`config.mk`:
```
export PLATFORM = sky130hd
export DESIGN_NAME = stp_packetizer
export DESIGN_NICKNAME = d
export VERILOG_FILES = /design/src/logic/stp_pkg.sv /design/src/logic/stp_packetizer.sv /design/src/logic/stp_fifo.sv /design/src/logic/stp_char_timer.sv
export SDC_FILE = /design/constraint.sdc
export NUM_CORES = 1
export LEC_CHECK = 0
export BUFFER_PORTS_ARGS = -buffer_cell sky130_fd_sc_hd__buf_2
export CORE_MARGIN = 3
export CORE_UTILIZATION = 59
export DETAILED_ROUTE_END_ITERATION = 8
export GPL_TIMING_DRIVEN = 0
export PLACE_DENSITY_LB_ADDON = 0.3
export RECOVER_POWER = 25
export SLEW_MARGIN = 10
export SYNTH_ARGS = -nofsm -noshare
export SYNTH_HDL_FRONTEND = slang
export SYNTH_SLANG_ARGS = --single-unit
export TNS_END_PERCENT = 50
```
`constraint.sdc`:
```
create_clock -name ref_clk -period 4.7 [get_ports ref_clk]
set_clock_uncertainty 0.15 [all_clocks]
set_input_delay 0.94 -clock ref_clk [delete_from_list [all_inputs] [get_ports ref_clk]]
set_output_delay 0.94 -clock ref_clk [all_outputs]
set_load 0.005 [all_outputs]
```
`src/logic/stp_pkg.sv`:
```
/*
  Shared constants and carrier types of the serial-to-radio packetizer.
  Assumes one 40 MHz module clock; all users name items as stp_pkg::name.
*/
package stp_pkg;
  // ****************************************
  // timing and sizes
  // ****************************************
  localparam int CLK_HZ          = 40_000_000;
  localparam int MIN_IDLE_US     = 100;
  localparam int MIN_IDLE_CYC    = (MIN_IDLE_US * (CLK_HZ / 1_000_000));
  localparam int CHAR_BITS       = 10;
  localparam int MAX_PAYLOAD     = 100;
  localparam int FIFO_DEPTH      = 4;
  localparam int FIFO_WIDTH      = 8;
  localparam int FRAME_MAX       = 128;

  // ****************************************
  // reset values and encodings
  // ****************************************
  localparam logic       MODE_TRANSPARENT = 1'b0;
  localparam logic       MODE_FRAMED      = 1'b1;
  localparam logic       MODE_RESET       = MODE_TRANSPARENT;
  localparam logic [7:0] FRAME_DELIM      = 8'h7E;
  localparam logic [7:0] FRAME_ESC        = 8'h7D;
  localparam logic [7:0] ESC_XOR          = 8'h20;
  localparam logic [7:0] XON_CHAR         = 8'h11;
  localparam logic [7:0] XOFF_CHAR        = 8'h13;
  localparam logic [7:0] TYPE_TX_STATUS   = 8'h89;
  localparam logic [7:0] TYPE_RX_DATA     = 8'hB0;
  localparam logic [7:0] CMD_CHAR_RESET   = 8'h2B;

  typedef enum logic [1:0] {
    CLOSE_NONE  = 2'b00,
    CLOSE_IDLE  = 2'b01,
    CLOSE_CMD   = 2'b10,
    CLOSE_FULL  = 2'b11
  } stp_close_t;

  typedef struct packed {
    logic [7:0] data;
    logic       last;
  } stp_byte_t;

  typedef struct packed {
    logic [31:0] srcAddr;
    logic [7:0]  data;
    logic        first;
    logic        last;
  } stp_radio_rx_t;

  typedef struct packed {
    logic [7:0] frameId;
    logic [7:0] status;
  } stp_tx_status_t;
endpackage

```
`src/logic/stp_packetizer.sv`:
```
/*
  Serial-side mode logic: transparent byte grouping into radio packets,
  or delimited, escaped frames in frame mode (always on SPI).
  Assumes serial bytes arrive already deserialised, one per strobe,
  synchronous to ref_clk; radio side accepts bytes by valid/ready.
*/
`timescale 1ns/1ps
module stp_packetizer (
  input  wire logic                   ref_clk,          // module clock 40 MHz
  input  wire logic                   rstn,             // async reset, active low
  input  wire logic                   clkEn,            // freezes state while low
  input  wire logic                   serial_mode_select, // 1 = framed
  input  wire logic                   spiActive,        // SPI is the serial port
  input  wire logic [7:0]             packetization_timeout, // idle chars
  input  wire logic [15:0]            bitCycles,        // clocks per baud bit
  input  wire logic                   commandMode,      // command mode active
  input  wire logic                   cmdSeqDetect,     // guard+chars+guard seen
  input  wire logic                   serLineEdge,      // input line toggled
  input  wire logic [7:0]             serRxData,        // received serial byte
  input  wire logic                   serRxValid,       // byte strobe
  output logic [7:0]                  radioTxData,      // byte to radio
  output logic                        radioTxValid,     // radio byte valid
  output logic                        radioTxLast,      // closes a packet
  input  wire logic                   radioTxReady,     // radio takes byte
  input  wire stp_pkg::stp_radio_rx_t radioRx,          // radio payload byte
  input  wire logic                   radioRxValid,     // radio byte valid
  output logic                        radioRxReady,     // serial side takes it
  input  wire stp_pkg::stp_tx_status_t txStatus,        // transmit outcome
  input  wire logic                   txStatusValid,    // outcome strobe
  output logic [7:0]                  serTxData,        // byte to serial out
  output logic                        serTxValid,       // serial byte valid
  input  wire logic                   serTxReady,       // serializer takes it
  output logic                        framedActive,     // framed mode in force
  output logic                        rxDropped         // byte lost on full buffer
);
  typedef enum logic [2:0] {
    OS_IDLE   = 3'b000,
    OS_DELIM  = 3'b001,
    OS_TYPE   = 3'b010,
    OS_ADDR   = 3'b011,
    OS_BODY   = 3'b100,
    OS_STAT   = 3'b101,
    OS_PASS   = 3'b110
  } stp_out_t;

  function automatic logic needsEscape(input logic [7:0] b);
    needsEscape = (b == stp_pkg::FRAME_DELIM) || (b == stp_pkg::FRAME_ESC) ||
                  (b == stp_pkg::XON_CHAR) || (b == stp_pkg::XOFF_CHAR);
  endfunction

  logic        framed;
  logic        fifoInReady;
  logic        fifoOutValid;
  logic [8:0]  fifoOut;
  logic        fifoPop;
  logic        accept;
  logic        closeNow;
  logic        idleExpired;
  logic [6:0]  count_reg;
  logic        pending_reg;
  logic        closeCmd_reg;
  stp_pkg::stp_byte_t inWord;

  // ****************************************
  // mode selection
  // ****************************************
  assign framed = serial_mode_select || spiActive;

  always_ff @(posedge ref_clk or negedge rstn) begin
    if (!rstn) begin
      framedActive <= stp_pkg::MODE_RESET;
    end else if (clkEn) begin
      framedActive <= framed;
    end
  end

  // ****************************************
  // serial to radio
  // ****************************************
  // in framed mode the host frame parser owns the input; here only
  // transparent bytes are grouped, and command-mode bytes stay local
  assign accept = serRxValid && !framedActive && !commandMode;

  stp_char_timer u_timer (
    .ref_clk   (ref_clk),
    .rstn      (rstn),
    .clkEn     (clkEn),
    .bitCycles (bitCycles),
    .charCount (packetization_timeout),
    .activity  (serLineEdge || serRxValid),
    .arm       (pending_reg && (packetization_timeout != 8'h00)),
    .expired   (idleExpired)
  );

  // close marks the byte being written as the packet's last
  always_comb begin
    closeNow = 1'b0;
    if (packetization_timeout == 8'h00) begin
      closeNow = 1'b1;
    end
    if (count_reg == 7'(stp_pkg::MAX_PAYLOAD - 1)) begin
      closeNow = 1'b1;
    end
  end

  assign inWord.data = serRxData;
  assign inWord.last = closeNow;

  // a timeout or command flush with no byte in hand tags the output side
  always_ff @(posedge ref_clk or negedge rstn) begin
    if (!rstn) begin
      count_reg    <= '0;
      pending_reg  <= 1'b0;
      closeCmd_reg <= 1'b0;
      rxDropped    <= 1'b0;
    end else if (clkEn) begin
      rxDropped <= accept && !fifoInReady;
      // clear first so that a new flush in the same cycle wins
      if (closeCmd_reg && radioTxValid && radioTxReady && !fifoOutValid) begin
        closeCmd_reg <= 1'b0;
      end
      if (accept && fifoInReady) begin
        count_reg   <= closeNow ? '0 : count_reg + 7'd1;
        pending_reg <= !closeNow;
      end else if ((idleExpired || cmdSeqDetect) && pending_reg) begin
        count_reg    <= '0;
        pending_reg  <= 1'b0;
        // nothing left to mark when the last byte already left: close lost
        closeCmd_reg <= fifoOutValid || (radioTxValid && !radioTxReady);
      end
    end
  end

  stp_fifo #(
    .WIDTH (stp_pkg::FIFO_WIDTH + 1),
    .DEPTH (stp_pkg::FIFO_DEPTH)
  ) u_fifo (
    .ref_clk  (ref_clk),
    .rstn     (rstn),
    .clkEn    (clkEn),
    .inData   (inWord),
    .inValid  (accept),
    .inReady  (fifoInReady),
    .outData  (fifoOut),
    .outValid (fifoOutValid),
    .outReady (fifoPop)
  );

  // output stage register; a deferred close marks the final byte only while it waits with radioTxReady low
  assign fifoPop = fifoOutValid && (!radioTxValid || radioTxReady) && clkEn;

  always_ff @(posedge ref_clk or negedge rstn) begin
    if (!rstn) begin
      radioTxData  <= '0;
      radioTxValid <= 1'b0;
      radioTxLast  <= 1'b0;
    end else if (clkEn) begin
      if (fifoPop) begin
        radioTxData  <= fifoOut[8:1];
        radioTxValid <= 1'b1;
        radioTxLast  <= fifoOut[0];
      end else if (radioTxReady) begin
        radioTxValid <= 1'b0;
      end else if (radioTxValid && closeCmd_reg && !fifoOutValid) begin
        radioTxLast <= 1'b1;
      end
    end
  end

  // ****************************************
  // radio to serial
  // ****************************************
  stp_out_t    os_reg;
  logic [1:0]  idx_reg;
  logic        escPend_reg;
  logic [7:0]  escByte_reg;
  logic [7:0]  statId_reg;
  logic [7:0]  statCode_reg;
  logic        statPend_reg;
  logic [7:0]  curByte;
  logic        canSend;

  assign canSend = !serTxValid || serTxReady;

  always_comb begin
    curByte = radioRx.data;
    case (os_reg)
      OS_DELIM: curByte = stp_pkg::FRAME_DELIM;
      OS_TYPE:  curByte = statPend_reg ? stp_pkg::TYPE_TX_STATUS : stp_pkg::TYPE_RX_DATA;
      OS_ADDR:  curByte = radioRx.srcAddr[8*(3-idx_reg) +: 8];
      OS_STAT:  curByte = idx_reg[0] ? statCode_reg : statId_reg;
      default:  curByte = radioRx.data;
    endcase
  end

  assign radioRxReady = clkEn && canSend && !escPend_reg &&
                        ((os_reg == OS_PASS) || (os_reg == OS_BODY));

  always_ff @(posedge ref_clk or negedge rstn) begin
    if (!rstn) begin
      statPend_reg <= 1'b0;
      statId_reg   <= '0;
      statCode_reg <= '0;
    end else if (clkEn) begin
      if (txStatusValid && framedActive) begin
        statPend_reg <= 1'b1;
        statId_reg   <= txStatus.frameId;
        statCode_reg <= txStatus.status;
      end else if (os_reg == OS_STAT && idx_reg[0] && canSend) begin
        statPend_reg <= 1'b0;
      end
    end
  end

  always_ff @(posedge ref_clk or negedge rstn) begin
    if (!rstn) begin
      os_reg      <= OS_IDLE;
      idx_reg     <= '0;
      escPend_reg <= 1'b0;
      escByte_reg <= '0;
      serTxData   <= '0;
      serTxValid  <= 1'b0;
    end else if (clkEn && canSend) begin
      serTxValid <= 1'b0;
      if (escPend_reg) begin
        serTxData   <= escByte_reg ^ stp_pkg::ESC_XOR;
        serTxValid  <= 1'b1;
        escPend_reg <= 1'b0;
      end else begin
        case (os_reg)
          OS_IDLE: begin
            if (!framedActive && radioRxValid) begin
              os_reg <= OS_PASS;
            end else if (framedActive && (statPend_reg || radioRxValid)) begin
              os_reg <= OS_DELIM;
            end
          end
          OS_PASS: begin
            if (radioRxValid) begin
              serTxData  <= radioRx.data;
              serTxValid <= 1'b1;
            end else begin
              os_reg <= OS_IDLE;
            end
          end
          OS_DELIM: begin
            serTxData  <= curByte;
            serTxValid <= 1'b1;
            os_reg     <= OS_TYPE;
          end
          OS_TYPE, OS_ADDR, OS_STAT, OS_BODY: begin
            if (os_reg != OS_BODY || radioRxValid) begin
              if (needsEscape(curByte)) begin
                serTxData   <= stp_pkg::FRAME_ESC;
                escByte_reg <= curByte;
                escPend_reg <= 1'b1;
              end else begin
                serTxData <= curByte;
              end
              serTxValid <= 1'b1;
              idx_reg    <= idx_reg + 2'd1;
              if (os_reg == OS_TYPE) begin
                idx_reg <= '0;
                os_reg  <= statPend_reg ? OS_STAT : OS_ADDR;
              end else if (os_reg == OS_ADDR && idx_reg == 2'd3) begin
                os_reg <= OS_BODY;
              end else if (os_reg == OS_STAT && idx_reg[0]) begin
                os_reg <= OS_IDLE;
              end else if (os_reg == OS_BODY && radioRx.last) begin
                os_reg <= OS_IDLE;
              end
            end
          end
          default: os_reg <= OS_IDLE;
        endcase
      end
    end
  end
endmodule // stp_packetizer

```
`src/logic/stp_fifo.sv`:
```
/*
  Small valid/ready FIFO with parameterised width and depth.
  Assumes a single clock; clkEn low freezes all state.
*/
`timescale 1ns/1ps
module stp_fifo #(
  parameter int WIDTH = 8,
  parameter int DEPTH = 4
) (
  input  wire logic             ref_clk,  // module clock
  input  wire logic             rstn,     // async reset, active low
  input  wire logic             clkEn,    // state freezes while low
  input  wire logic [WIDTH-1:0] inData,   // write data
  input  wire logic             inValid,  // write request
  output logic                  inReady,  // room for a word
  output logic [WIDTH-1:0]      outData,  // read data, combinational read of the head entry
  output logic                  outValid, // read data valid
  input  wire logic             outReady  // reader takes word
);
  localparam int AW = $clog2(DEPTH);
  logic [WIDTH-1:0] mem_reg [DEPTH];
  logic [AW-1:0]    wrPtr_reg;
  logic [AW-1:0]    rdPtr_reg;
  logic [AW:0]      count_reg;
  logic             push;
  logic             pop;

  assign pop     = outValid && outReady;
  assign push    = inValid && inReady;
  assign inReady = (count_reg != (AW+1)'(DEPTH));

  // ****************************************
  // storage
  // ****************************************
  always_ff @(posedge ref_clk) begin
    if (clkEn && push) begin
      mem_reg[wrPtr_reg] <= inData;
    end
  end

  always_ff @(posedge ref_clk or negedge rstn) begin
    if (!rstn) begin
      wrPtr_reg <= '0;
      rdPtr_reg <= '0;
      count_reg <= '0;
    end else if (clkEn) begin
      if (push) begin
        wrPtr_reg <= (wrPtr_reg == AW'(DEPTH-1)) ? '0 : wrPtr_reg + 1'b1;
      end
      if (pop) begin
        rdPtr_reg <= (rdPtr_reg == AW'(DEPTH-1)) ? '0 : rdPtr_reg + 1'b1;
      end
      count_reg <= count_reg + (AW+1)'(push) - (AW+1)'(pop);
    end
  end

  assign outValid = (count_reg != '0);
  assign outData  = mem_reg[rdPtr_reg];
endmodule // stp_fifo

```
`src/logic/stp_char_timer.sv`:
```
/*
  Idle timer: counts ref_clk cycles with no serial transition and flags
  expiry after a configured number of character times, never below the
  minimum idle time. Assumes bitCycles is the clock count of one bit.
*/
`timescale 1ns/1ps
module stp_char_timer (
  input  wire logic        ref_clk,   // module clock
  input  wire logic        rstn,      // async reset, active low
  input  wire logic        clkEn,     // state freezes while low
  input  wire logic [15:0] bitCycles, // clocks per serial bit
  input  wire logic [7:0]  charCount, // idle length in characters
  input  wire logic        activity,  // serial line transition seen
  input  wire logic        arm,       // data is pending
  output logic             expired    // one-cycle pulse on timeout
);
  logic [31:0] limit;
  logic [31:0] idle_reg;
  logic        fired_reg;

  // character time = start + data + stop bits of one character
  always_comb begin
    limit = 32'(bitCycles) * 32'(stp_pkg::CHAR_BITS) * 32'(charCount);
    if (limit < 32'(stp_pkg::MIN_IDLE_CYC)) begin
      limit = 32'(stp_pkg::MIN_IDLE_CYC);
    end
  end

  always_ff @(posedge ref_clk or negedge rstn) begin
    if (!rstn) begin
      idle_reg  <= '0;
      fired_reg <= 1'b0;
      expired   <= 1'b0;
    end else if (clkEn) begin
      expired <= 1'b0;
      if (activity || !arm) begin
        idle_reg  <= '0;
        fired_reg <= 1'b0;
      end else if (!fired_reg) begin
        if (idle_reg + 32'd1 >= limit) begin
          fired_reg <= 1'b1;
          expired   <= 1'b1;
        end
        idle_reg <= idle_reg + 32'd1;
      end
    end
  end
endmodule // stp_char_timer

```
==> results.toml <==
[finish]
final_cells = 1864
largest_register_ff_count = 36
num_antenna_cells = 0
final_common_cell = "inv_1"
area_delta_synth_final_pct = 19.2
final_cell_mix = "inv_1 (138), buf_2 (111), fa_1 (102), ha_1 (102), dfrtp_1 (102)"
nNetsFinal = 1891
post-route-util_pct = 72.6
drive_gt1_share_pct = 22.3

[floorplan]
dieArea_um2 = 24700
die_w_um = 157
ios = 125
core_area_um2 = 22200
die_y_um = 157
rows = 54
initial_core_util_pct = 60.9

[routing]
dr.pass1.iters = 5
totalWireLength_mm = 33.4
dr_total_vias = 11210
drc = 0
wl_per_cell_um = 17.9
antenna_left = 0
drt_iter0_markers = 725
routed_via_density = 6.01

[critical_path]
cpMaxStageDelayCell = "fa_1"
required_ns = 4.90
critPathCaptureType = "flop"
critPathMaxStageDelay_ns = 0.51
worstSetupStartpointType = "primary input"
worst_path_most_repeated_cell = "fa_1"
cp.arrival_ns = 8.81
crit_fanout = 9
criticalPathCategory = "primary input to flop"

[synthesis]
synth_largest_area_cell = "dfrtp_1"
postSynthCellCount = 1380
syn_avg_cell_area_um2 = 9.78
synth-seq-cells = 138
ys_top_cells_by_area = "dfrtp_1 (19%), fa_1 (15%), ha_1 (10%), edfxtp_1 (8.0%), and2_1 (4.4%)"
yosysTopAreaCellShare_pct = 18.9
mappedNetlistNets = 1700
synth_ff_type = "dfrtp_1"
yosysWarnings = 0
synth_edf_count = 36
async_flop_share_pct = 73.9
synthDistinctLibCells = 72
synth_area_um2 = 13500
yosysSeqAreaShare_pct = 26.9

[timing]
finalWorstSetupSlack_ns = -3.91
min_period_ns = 8.61
max_slew_margin_pct = -74.8
slew_violations = 45
fin_crit_sh_pct = 183
rsz0062_at_grt = "true"
setup_viol = 2
worst_pin_slew_ns = 2.62
finalHoldViolations = 0
fin_tns_setup_ns = -7.80
clock.fmax_ghz = 0.116

[grt]
grt_usage_pct = 26.9
grt_pass1_wl_mm = 54.4
antenna_found_initial = 0
grt_max_degree = 59
grt_pass1_vias = 11370
grt-ovfl-total = 0

[placed_design]
port_buffers = 123
hpwl_mm = 24.4
place_congestion = 0.913
placed_cells = 1784

[run]
cap_violations = 1

[clocking]
cts_buffers = 17
hold_buffers = 0
cts.path.max_buffers = 2
cts-root-buf = "clkbuf_16"
cts_tree = "yes"
clock-sinks = 138
worstSkewPairLatency_ns = 0.43
cts.clk_slew.worst_paths_ns = 0.07
htree_levels = 4

[hold_path]
hold_class = "flop to flop"

[run_status]
violations = "max-capacitance violations, max-slew violations, negative setup slack"
status = "finished with violations"
## synth_stat cells (all sizes together), types with 9 or more instances
library cell and n:
a22o 20, nor2 64, a21oi 44, and2 95, nor3 15, a21boi 10
xor2 29, mux2i 9, o31ai 20, a211oi 10, a21o 18, inv 142
dfrtp 102, edfxtp 36, fa 104, nand4 9, ha 113, xnor2 31
nor2b 22, clkbuf 47, and3 30, a31oi 13, or3 10, nand2b 19
nand2 101, mux2 43, mux4 17, o21ai 76, nand3 30
## metrics by stage
stage / area [um2] / hold slack, ns / setup WS [ns]
3_3_place_gp: 14700 / 0.304 / -4.93
4_1_cts: 15900 / 0.289 / -3.76
5_1_grt: 16100 / 0.346 / -4.19
6_report: 16100 / 0.333 / -3.91
3_5_place_dp: 14700 / 0.312 / -5.04
2_1_floorplan: 13700 / 0.290 / -3.65
## cells by family after synthesis
logic type	count (synthesis)	share of synthesized area (%)
xor gates and xnor gates	60	3.89
and+or+nand+nor	423	16.4
AOI/OAI and AO/OA	280	14.1
buffers and inverters	193	5.48
muxes	69	7.26
adders and majority gates	217	25.9
DFF	138	26.9
## critical path, delay by kind of cell
family	cells	cell delay (ns)
buffers and inverters	7	0.61
AND/OR/NAND/NOR	7	1.31
AO/OA/AOI/OAI	11	2.39
adder cells (fa/ha/maj)	9	3.32
XOR/XNOR	1	0.22
## final cells by class
cell class	instances	area, um2
inverter	142	533
clock buffer	17	425
clock inverter	15	164
tap	280	350
buffer	50	213
timing repair buffer	173	1040
multi-input combinational	1049	9730
sequential	138	3630
fill	1560	6070
## routing by layer
metal | up-vias | track usage (%) | wire [um]
met4 | 0 | 7.40 | 583
met2 | 392 | 46.4 | 16800
met5 | - | 0 | 0
met3 | 61 | 3.74 | 1930
li1 | 5220 | - | -
met1 | 5537 | 36.0 | 14100
## worst paths after layout
| path | startpoint | endpoint | slack (ns) | cells after the start |
|---|---|---|---|---|
| min in group asynchronous | rstn | radioTxData[5]$_DFFE_PN0P_ | 1.18 | 1 |
| worst min register to register | escByte_reg[4]$_DFFE_PN0P_ | escByte_reg[4]$_DFFE_PN0P_ | 0.33 | 1 |
| worst max register to register | u_timer.idle_reg[6]$_DFFE_PN0P_ | u_timer.expired$_DFFE_PN0P_ | 0.52 | 12 |
| max in group asynchronous | rstn | u_timer.idle_reg[25]$_DFFE_PN0P_ | 1.73 | 1 |
| worst max-delay path | bitCycles[1] | u_timer.fired_reg$_DFFE_PN0P_ | -3.91 | 35 |
| worst min-delay path | escByte_reg[4]$_DFFE_PN0P_ | escByte_reg[4]$_DFFE_PN0P_ | 0.33 | 1 |
## what timing repair did
item,in CTS,in global routing
pin swaps,72,24
endpoints found under the setup margin,2,2
endpoints found under the hold margin,0,0
gates resized for setup,60,16
setup buffers,40,9
Power is not shown: default switching activity piles up to over one toggle a cycle in this logic, so the estimate is an artifact.
